===== src/pin_io_pkg.sv =====
// Constants and types shared by the programmable pin unit
package pin_io_pkg;

  // ==========================================================
  // Pin count and fixed pin numbers
  localparam int unsigned PIN_COUNT = 32;
  localparam logic [31:0] ONE_BIT = 32'h0000_0001;
  localparam int unsigned PIN_TIMER1_OUT = 1;
  localparam int unsigned PIN_DATA_DIR = 4;
  localparam int unsigned PIN_DATA_EN = 5;
  localparam int unsigned PIN_SYNC_READY = 6;
  localparam int unsigned PIN_ADDR17 = 7;
  localparam int unsigned PIN_ADDR18 = 8;
  localparam int unsigned PIN_ADDR19 = 9;
  localparam int unsigned PIN_TIMER0_OUT = 10;
  localparam int unsigned PIN_ZERO_IND = 26;
  localparam int unsigned PIN_STATUS6 = 29;

  // ==========================================================
  // Power-on defaults, one bit per pin
  // Enable: 1 = general-purpose use; normal function on 4..9
  localparam logic [31:0] GP_ENABLE_RESET = ~((ONE_BIT << PIN_DATA_DIR) |
      (ONE_BIT << PIN_DATA_EN) | (ONE_BIT << PIN_SYNC_READY) |
      (ONE_BIT << PIN_ADDR17) | (ONE_BIT << PIN_ADDR18) | (ONE_BIT << PIN_ADDR19));
  // Strap low at reset returns these to normal function
  localparam logic [31:0] STRAP_NORMAL_MASK = (ONE_BIT << PIN_ZERO_IND) |
      (ONE_BIT << PIN_STATUS6);
  // Direction: 1 = output; all inputs after reset
  localparam logic [31:0] GP_OUTPUT_RESET = 32'h0000_0000;
  // Pull: 1 = pullup, 0 = pulldown
  localparam logic [31:0] PULLDOWN_PINS = (ONE_BIT << PIN_TIMER1_OUT) |
      (ONE_BIT << PIN_TIMER0_OUT) | (ONE_BIT << PIN_SYNC_READY);
  localparam logic [31:0] PULL_UP_RESET = ~PULLDOWN_PINS;
  localparam logic [31:0] DATA_RESET = 32'h0000_0000;

  // ==========================================================
  // Reset and restart timing
  localparam logic [19:0] BOOT_ADDRESS = 20'hFFFF0;
  localparam int unsigned CLOCK_HZ = 10_000_000;
  localparam int unsigned RESET_HOLD_US = 1000;
  localparam int unsigned RESET_HOLD_CYCLES = RESET_HOLD_US * (CLOCK_HZ / 1_000_000);
  // Fetch starts about 6.5 output-clock periods after release: on the seventh edge,
  // which is 6 to 7 periods after a release that may fall anywhere in a cycle
  localparam int unsigned FETCH_DELAY_HALF_PERIODS = 13;
  localparam int unsigned FETCH_EDGE_AFTER_RELEASE = (FETCH_DELAY_HALF_PERIODS + 1) / 2;
  // Two synchroniser stages, the step out of the held state, the first compare
  localparam int unsigned RELEASE_EDGES = 4;
  localparam int unsigned DELAY_WIDTH = 4;
  localparam logic [3:0] FETCH_DELAY_LAST = 4'(FETCH_EDGE_AFTER_RELEASE - RELEASE_EDGES);

  // ==========================================================
  // Restart sequence
  typedef enum logic [1:0] {
    RESTART_HELD,
    RESTART_WAIT,
    RESTART_RUN
  } restart_state_type;

endpackage


===== src/pin_io_reset_defaults.sv =====
// Programmable general-purpose pin unit with reset defaults and restart sequencing
// ==========================================================
// ==========================================================
// Pin map: number and the normal function that shares it
// 0: timer 1 input
// 1: timer1_output
// 2: peripheral select 6 or latched address bit 2
// 3: peripheral select 5 or latched address bit 1
// 4: data_direction_pin
// 5: data_enable_pin
// 6: sync_ready_pin
// 7: upper_address_lines bit 17
// 8: upper_address_lines bit 18
// 9: upper_address_lines bit 19
// 10: timer0_output
// 11: timer 0 input
// 12: DMA request 0 or interrupt 5
// 13: DMA request 1 or interrupt 6
// 14: memory select 0
// 15: memory select 1 or upper column strobe
// 16: peripheral select 0
// 17: peripheral select 1
// 18: peripheral select 2 or serial 1 flow control input
// 19: peripheral select 3 or serial 1 flow control output
// 20: serial 0 flow control output
// 21: serial 0 flow control input
// 22: serial 0 transmit data
// 23: serial 0 receive data
// 24: memory select 2 or lower column strobe
// 25: memory select 3 or second row strobe
// 26: upper zero indicator
// 27: serial 1 transmit data
// 28: serial 1 receive data
// 29: bus status bit 6 or clock divide strap
// 30: interrupt 4
// 31: interrupt 2, acknowledge or pulse-width input
module pin_io_reset_defaults (
  // Clock and reset
  input wire logic clk_sys,
  input wire logic reset_n,
  // Configuration from software
  input wire logic [31:0] gp_enable_set,
  input wire logic [31:0] gp_enable_clear,
  input wire logic [31:0] gp_output_set,
  input wire logic [31:0] gp_output_clear,
  input wire logic [31:0] pull_up_set,
  input wire logic [31:0] pull_up_clear,
  input wire logic [31:0] data_write_mask,
  input wire logic [31:0] data_write_value,
  // Strap and pins
  input wire logic high_byte_enable_strap,
  input wire logic [31:0] general_pin_in,
  // Normal functions wanting each pin
  input wire logic [31:0] normal_out,
  input wire logic [31:0] normal_oe,
  // Pin drive
  output logic [31:0] general_pin_out,
  output logic [31:0] general_pin_oe,
  output logic [31:0] pull_up_en,
  output logic [31:0] pull_down_en,
  // Status to software and core
  output logic [31:0] gp_enable,
  output logic [31:0] gp_output,
  output logic [31:0] pin_level,
  output logic [31:0] normal_in,
  output logic core_reset_active,
  output logic fetch_start,
  output logic [19:0] fetch_address
);

  // ==========================================================
  // State
  typedef struct packed {
    logic sync1;
    logic sync2;
    logic strap_seen;
    pin_io_pkg::restart_state_type state;
    logic [pin_io_pkg::DELAY_WIDTH-1:0] delay;
    logic [31:0] enable;
    logic [31:0] output_dir;
    logic [31:0] pull_up;
    logic [31:0] data;
    logic [31:0] pin_out;
    logic [31:0] pin_oe;
    logic [31:0] pu_en;
    logic [31:0] pd_en;
    logic [31:0] level;
    logic [31:0] to_core;
    logic core_reset;
    logic fetch;
    logic [19:0] address;
  } state_type;

  state_type s_q;
  state_type s_d;

  localparam state_type RESET_STATE = '{
    sync1: 1'b0,
    sync2: 1'b0,
    strap_seen: 1'b0,
    state: pin_io_pkg::RESTART_HELD,
    delay: '0,
    enable: pin_io_pkg::GP_ENABLE_RESET,
    output_dir: pin_io_pkg::GP_OUTPUT_RESET,
    pull_up: pin_io_pkg::PULL_UP_RESET,
    data: pin_io_pkg::DATA_RESET,
    pin_out: '0,
    pin_oe: '0,
    pu_en: '0,
    pd_en: '0,
    level: '0,
    to_core: '0,
    core_reset: 1'b1,
    fetch: 1'b0,
    address: pin_io_pkg::BOOT_ADDRESS
  };

  always_comb begin
    s_d = s_q;
    // Two-stage synchroniser; only sync2 is looked at
    s_d.sync1 = 1'b1;
    s_d.sync2 = s_q.sync1;
    s_d.core_reset = !s_q.sync2;
    s_d.fetch = 1'b0;
    s_d.address = pin_io_pkg::BOOT_ADDRESS;
    case (s_q.state)
      pin_io_pkg::RESTART_HELD: begin
        if (s_q.sync2) begin
          s_d.state = pin_io_pkg::RESTART_WAIT;
          s_d.delay = '0;
          // Strap is caught once, just after release
          if (!s_q.strap_seen) begin
            s_d.strap_seen = 1'b1;
            if (!high_byte_enable_strap) begin
              s_d.enable = s_q.enable & ~pin_io_pkg::STRAP_NORMAL_MASK;
            end
          end
        end
      end
      pin_io_pkg::RESTART_WAIT: begin
        if (s_q.delay == pin_io_pkg::FETCH_DELAY_LAST) begin
          s_d.state = pin_io_pkg::RESTART_RUN;
          s_d.fetch = 1'b1;
        end else begin
          s_d.delay = s_q.delay + 1'b1;
        end
      end
      pin_io_pkg::RESTART_RUN: begin
        // Configuration accepted once running; clear wins over set per bit
        s_d.enable = (s_q.enable | gp_enable_set) & ~gp_enable_clear;
        s_d.output_dir = (s_q.output_dir | gp_output_set) & ~gp_output_clear;
        s_d.pull_up = (s_q.pull_up | pull_up_set) & ~pull_up_clear;
        s_d.data = (s_q.data & ~data_write_mask) | (data_write_value & data_write_mask);
      end
      default: begin
        s_d.state = pin_io_pkg::RESTART_HELD;
      end
    endcase
    // Per-pin mux: each pin number owns one fixed normal function line
    for (int i = 0; i < pin_io_pkg::PIN_COUNT; i++) begin
      if (s_q.enable[i]) begin
        s_d.pin_oe[i] = s_q.output_dir[i];
        s_d.pin_out[i] = s_q.data[i];
        // Pulls act only on general-purpose inputs
        s_d.pu_en[i] = !s_q.output_dir[i] && s_q.pull_up[i];
        s_d.pd_en[i] = !s_q.output_dir[i] && !s_q.pull_up[i];
        s_d.to_core[i] = 1'b0;
      end else begin
        s_d.pin_oe[i] = normal_oe[i];
        s_d.pin_out[i] = normal_out[i];
        s_d.pu_en[i] = 1'b0;
        s_d.pd_en[i] = 1'b0;
        s_d.to_core[i] = general_pin_in[i];
      end
    end
    // No pin is driven until the core leaves reset, whatever the normal functions ask
    if (!s_q.sync2) begin
      s_d.pin_oe = '0;
      s_d.pin_out = '0;
    end
    s_d.level = general_pin_in;
  end

  // Asynchronous reset drops everything to the power-on image at once
  always_ff @(posedge clk_sys or negedge reset_n) begin
    if (!reset_n) begin
      s_q <= RESET_STATE;
    end else begin
      s_q <= s_d;
    end
  end

  // ==========================================================
  // Outputs straight from the state register
  assign general_pin_out = s_q.pin_out;
  assign general_pin_oe = s_q.pin_oe;
  assign pull_up_en = s_q.pu_en;
  assign pull_down_en = s_q.pd_en;
  assign gp_enable = s_q.enable;
  assign gp_output = s_q.output_dir;
  assign pin_level = s_q.level;
  assign normal_in = s_q.to_core;
  assign core_reset_active = s_q.core_reset;
  assign fetch_start = s_q.fetch;
  assign fetch_address = s_q.address;

endmodule


===== config.mk =====
export PLATFORM = sky130hd
export DESIGN_NAME = pin_io_reset_defaults
export DESIGN_NICKNAME = d
export VERILOG_FILES = /design/src/pin_io_pkg.sv /design/src/pin_io_reset_defaults.sv
export SDC_FILE = /design/constraint.sdc
export NUM_CORES = 1
export LEC_CHECK = 0
export BUFFER_PORTS_ARGS = -buffer_cell sky130_fd_sc_hd__buf_4
export CAP_MARGIN = 20
export CORE_AREA = 2 2 246 248
export CTS_BUF_LIST = sky130_fd_sc_hd__clkbuf_8
export DETAILED_ROUTE_END_ITERATION = 12
export DIE_AREA = 0 0 248 250
export PLACE_DENSITY = 0.43
export SKIP_LAST_GASP = 1
export SYNTH_ARGS = -nofsm -noshare
export SYNTH_HDL_FRONTEND = slang
export SYNTH_SLANG_ARGS = --single-unit

===== constraint.sdc =====
create_clock -name clk_sys -period 2 [get_ports clk_sys]
set_clock_uncertainty 0.05 [all_clocks]
set_input_delay 0.4 -clock clk_sys [delete_from_list [all_inputs] [get_ports clk_sys]]
set_output_delay 0.4 -clock clk_sys [all_outputs]
set_load 0.01 [all_outputs]

# Yosys cells after proc, flatten, opt, wreduce, memory -nomap -nowiden
# Cells that the tools add are included.
# classes
n_mux	171
n_addsub	1
eq_ne	8
reduce_logical	137
bitwise_logic	15
# op_table
op	count
2-to-1 mux 1 bit	162
bitwise AND 32 bit	5
NOT 32 bit	4
bitwise OR 32 bit	4
logical NOT 1 bit	65
logical AND 1 bit	64
2-to-1 mux 64 bit	1
one-hot mux 32 bit (2 select lines)	1
2-to-1 mux 30 bit	2
2-to-1 mux 38 bit	1
!= test 2 bit, second input constant	5
one-hot mux 4 bit (2 select lines)	1
one-hot mux 2 bit (3 select lines)	1
AND reduction 3 bit	2
adder 4 x 1 -> 4 bit, second input constant	1
equality test 4 x 2 -> 1 bit, second input constant	1
2-to-1 mux 4 bit	1
AND reduction 2 bit	2
AND reduction 4 bit	1
nonzero test 2 bit	2
equality test 2 x 1 -> 1 bit, second input constant	1
equality test 2 bit, second input constant	1
logical NOT 2 bit	1
2-to-1 mux 2 bit	1
NOT 1 bit	2
# totals
reg_bits	331
output_inout_bits	278
in_bits	355
word_cells	350

# Logic depth before layout (Yosys ltp)
# logic_depth
word_depth	4
ltp_mapped	5
ltp_nobuf	4

# Least setup slack after synthesis
# Ideal clock, no wire load.
# synth_path
path_kind	reg-to-reg
startpoint	reg s_q[342] in the netlist's numbering
endpoint	reg s_q[342] in the netlist's numbering
n_path_buf	0
setup_ns	0.069
required_time_ns	1.881
path_slack_ns	0.565
path_stages_with_launch	5
t_arrival_ns	1.316
period_less_slack_ns	1.435
cell_sequence	dfrtp_1 -> ha_1 -> nor3b_2 -> or4b_1 -> nand3_1
# synth_between
elab_chain_cells	3
# synth_lines
element	line	text
from (decl)	pin_io_reset_defaults.sv:94	state_type s_q;
from (signal assigned)	pin_io_reset_defaults.sv:187	s_q <= RESET_STATE;
from (signal assigned)	pin_io_reset_defaults.sv:189	s_q <= s_d;
adder 4 x 1 -> 4 bit / equality test 4 x 2 -> 1 bit (equally long branches)	pin_io_reset_defaults.sv:145, pin_io_reset_defaults.sv:141	
2-to-1 mux 4 bit / != test 2 bit (equally long branches)	-	
one-hot mux 4 bit (2 select lines) / AND reduction 3 bit (equally long branches)	-	
# Parallel ways exist; a longest one is shown, timed or not. The select of a mux whose other input is x is not followed.
# A chain may end at the register's enable or synchronous reset.

# Worst setup path in the final report
# layout_path
startpoint	reg s_q, in the netlist gp_enable[5]
endpoint	out gp_enable[5]
# layout_lines
element	line	text
to (decl)	pin_io_reset_defaults.sv:62	output logic [31:0] gp_enable,
# No word-level cell between the ends.

==> impl_summary.md <==
Floorplanning
The number of standard-cell rows in the floorplan is 90. The starting density of the core is 23.26%. The die outline width is 248 microns. In this run the vertical extent of the chip is around 250 microns. The I/O pin total is 633.

The die area is 62000 sq um. The core region is between 50000 and 60000 sq um.

Power
The internal power of the cells is 17.93 mW. The total power divided by cell area is 1183 nW/um^2. The standby leakage power is 11.08 nW. Combinational logic is responsible for roughly a third of the overall power. Of the total power, the share spent switching nets is 32.80%. Sequential cells burn between 40% and 50% of the power. The clock network power share is around a quarter. VDD sags by at most 0.5211 mV.

The switching power summed over all nets is 8.749 mW.

Worst setup path
Of all nets on the critical path, the largest fanout is 7. The cell family with the largest share of critical-path delay is flip-flops. STA puts the critical path data arrival time at 1.46 ns. The critical path buffer and inverter count is 1. The setup path with the least slack is of type reg2out.

The nature of the critical path startpoint is a register. Traced cell by cell, the critical path runs through buf_4. The worst setup slack for register-to-register paths is roughly 0.088 ns. The worst endpoint required time is between 1.5 and 2 ns. The slowest stage of the critical path belongs to the cell dfrtp_1.

In this design, the stage delay of the slowest critical-path cell is around 0.65 ns. The endpoint kind of the worst setup timing path is an output port.

Drt
After detailed routing, the number of remaining DRC violations is 0. The number of design-rule violations left by the first detailed-router iteration is 390. The count of antenna-violating nets left after detailed routing is 0. After detailed routing, the number of vias per cell comes to between 3 and 4. The final routed wirelength across all metal layers is approximately 50 mm.

After detailed routing, the average wire length per cell comes to around 18 microns. The count of TritonRoute iterations in the first routing pass is 4. For this block, the via count after detailed routing is 11071.

Timing
The final count of pins violating max slew is 0. Setup repair after global routing could not meet its margin everywhere. The highest clock rate is 522.9 MHz. Setup violations remaining at the end of the flow were counted as 0. Of the available clock period, the critical path in the final layout requires 95.62%.

Hold timing on the final database bottoms out at a slack of 0.09893 ns. The clock period minus final worst setup slack is 1.912 ns. The final count of hold timing violations is 0.

Finish
From synthesis to final layout, the design area changed by 62.80%. The area occupied by registers is 8357 sq um. The post-layout utilization of the core is between 30% and 40%. The fraction of layout cells with a size suffix above 1 is 41.92%.

The number of fill cells in the layout is 5875. The register with the most flip-flops is s_q. The finished cells cover 22550 sq um. The number of flip-flops under the largest register name is 40.

The count of nets after finishing is about 2300. The multi-input combinational cells in the finished layout cover a total of 3337 sq um. For this run, the number of standard cells in the final layout without fillers is 2771.

Worst hold path
The worst min-delay path class is in2reg.

Yosys
The number of flip-flops and latches in the synthesized netlist is 331. After Yosys synthesis, and, or, nand and nor cells account for 8.761% of the synthesized area. Measured against the total synthesized area, the mux share comes to under 10%. Yosys printed 0 warnings. The register area share after synthesis is 60.30%. The arithmetic-cell share of the synthesized area counting full adders, half adders and majority gates is 0.09032%. The top cell type by area accounts for between 40 and 50% of the synthesized area. The synthesized netlist cell count is 1155. The cell accounting for the most synthesized area is dfrtp_1.

After Yosys synthesis, XOR and XNOR cells account for 0% of the synthesized area. After synthesis, the mean cell area works out to 11.99 sq um. Summing every instance area after synthesis gives 13850 sq um.

By area the synthesized netlist is led by dfrtp_1, buf_4, dfstp_2, a21oi_1, mux2i_1. The complex-gate fraction of the synthesized area is 7.325%. The main combinational cell family by area after synthesis is buffers and inverters. The number of different library cells used by synthesis comes to 32.

Clock tree
The H-tree was split into 3 levels. The CTS buffer count is 66. The clock transition at the register clock pins on the worst setup and hold paths after CTS is 0.06 ns. TritonCTS built the clock tree. The tree built by TritonCTS fans out to 331 sinks. The clock root buffer is clkbuf_8.

At the later pin of the worst-skew pair, clock insertion delay measures 0.62 ns. The worst-case clock buffer depth is 3.

Place
The cell area after placement is 17640 sq um. The congestion estimate from routability-driven global placement came to 0.8138. The cell total after placement is 2291. The final HPWL from detailed placement is about 34 mm. The number of input and output port buffers inserted is 612.

Global route
The number of antenna violations at the first check in global routing came to 3. Global routing consumed, over all layers together, about 15% of the routing resources. The wire length of the first global-routing pass is 70.34 mm. The largest net degree at the start of global routing is 84.

For this run the aggregate overflow at the end of global routing stands at 0. The via count of the first global-routing pass is 11983.

Job
Across the run, the number of max-cap violations was 0.

Status
The flow ran to the end, and the final reports show no timing, DRC or antenna violations.
logic make-up after synthesis:
kind of cell,count (synthesis)
flip-flops,331
buffers and inverters,311
AND/OR/NAND/NOR,215
AO/OA/AOI/OAI,198
multiplexers,97
other,2
adder cells (fa/ha/maj),1
cell usage in the layout (no fill, tap or decap), drive strengths merged, types with 2 or more instances in the layout:
| cell type | Yosys | routed |
|---|---|---|
| buf | 302 | 653 |
| dlygate4sd3 | 0 | 347 |
| dfrtp | 275 | 275 |
| a21oi | 190 | 190 |
| clkbuf | 7 | 81 |
| nor2 | 69 | 69 |
| mux2i | 64 | 64 |
| dfstp | 56 | 56 |
| nand2 | 37 | 37 |
| nor3b | 35 | 35 |
| nor2b | 34 | 34 |
| inv | 2 | 33 |
| mux2 | 33 | 33 |
| and3b | 32 | 32 |
| conb | 2 | 21 |
| clkinv | 0 | 7 |
| nand3 | 3 | 3 |
| diode | 0 | 2 |
| o21ai | 2 | 2 |
| o32a | 2 | 2 |
| clkinvlp | 0 | 2 |
cell usage after synthesis:
cell type  instances
a21oi_1          190
a22o_1             1
a311o_1            1
and2_0             1
and3b_1           32
buf_1              1
buf_2             23
buf_4            278
clkbuf_1           7
conb_1             2
dfrtp_1          275
dfstp_2           56
ha_1               1
inv_1              2
mux2_1             3
mux2_2            30
mux2i_1           64
nand2_1           37
nand2b_1           1
nand3_1            3
nor2_1            69
nor2b_1           33
nor2b_2            1
nor3_1             1
nor3b_1           34
nor3b_2            1
nor4bb_1           1
o21ai_0            2
o21bai_1           1
o31ai_1            1
o32a_1             2
or4b_1             1
path summary, 6_finish.rpt:
check	from	endpoint	cells after the start
setup / recovery	gp_enable[5]	gp_enable[5]	1
hold / removal	data_write_mask[22]	register	3
setup reg to reg	s_q[346]	gp_enable[27]	7
hold reg to reg	s_d[349]	s_q[349]	0
max in group asynchronous	reset_n	gp_enable[25]	4
min in group asynchronous	reset_n	general_pin_oe[9]	2
cell type report:
cell class | count | share of cell area, %
diodes | 2 | 0.02219
clock buffers | 78 | 4.760
clock inverters | 41 | 0.8877
inverters | 2 | 0.03329
multi-input cells | 532 | 14.80
flip-flops and latches | 331 | 37.05
well taps | 782 | 4.338
repair buffers | 1003 | 38.11
through the flow:
stage	power [mW]	worst slack [ns]	TNS, ns
after floorplan	15.81	0.5646	0
after detailed placement	18.51	0.4400	0
after global routing	28.35	-0.01370	-0.01370
after CTS	26.85	0.0007070	0
after global placement	18.43	0.4807	0
final	26.68	0.08765	0
power groups by stage:
| stage | clock network (mW) | logic [mW] | registers [mW] |
|---|---|---|---|
| 2_1_floorplan | 0 | 5.43 | 10.4 |
| 6_report | 6.69 | 8.87 | 11.1 |
| 5_1_grt | 7.34 | 9.60 | 11.4 |
| 3_5_place_dp | 0 | 7.20 | 11.3 |
| 4_1_cts | 7.00 | 8.71 | 11.2 |
| 3_3_place_gp | 0 | 7.15 | 11.3 |
routing by layer:
| metal | part of all wire (%) | vias up | routed length, microns | track usage, % |
|---|---|---|---|---|
| met5 | 0 | - | 0 | 0 |
| met4 | 2.1 | 0 | 1053 | 4.739 |
| met3 | 7.7 | 71 | 3836 | 4.721 |
| met2 | 50 | 422 | 25120 | 25.82 |
| met1 | 40 | 5422 | 20080 | 17.36 |
| li1 | - | 5156 | - | - |
worst min-delay path: stages:
cell     delay [ns]
buf_4          0.12
nand2_1        0.06
mux2_2         0.14
what timing repair did:
| item | CTS | global route |
|---|---|---|
| hold endpoints to repair | 462 | 0 |
| buffers inserted | 3 | 4 |
| cloned | 0 | 5 |
| hold buffers | 347 | 0 |
| setup endpoints to repair | 3 | 32 |
| resized for setup | 1 | 6 |
Note: power is estimated with default switching activity, not from simulation.
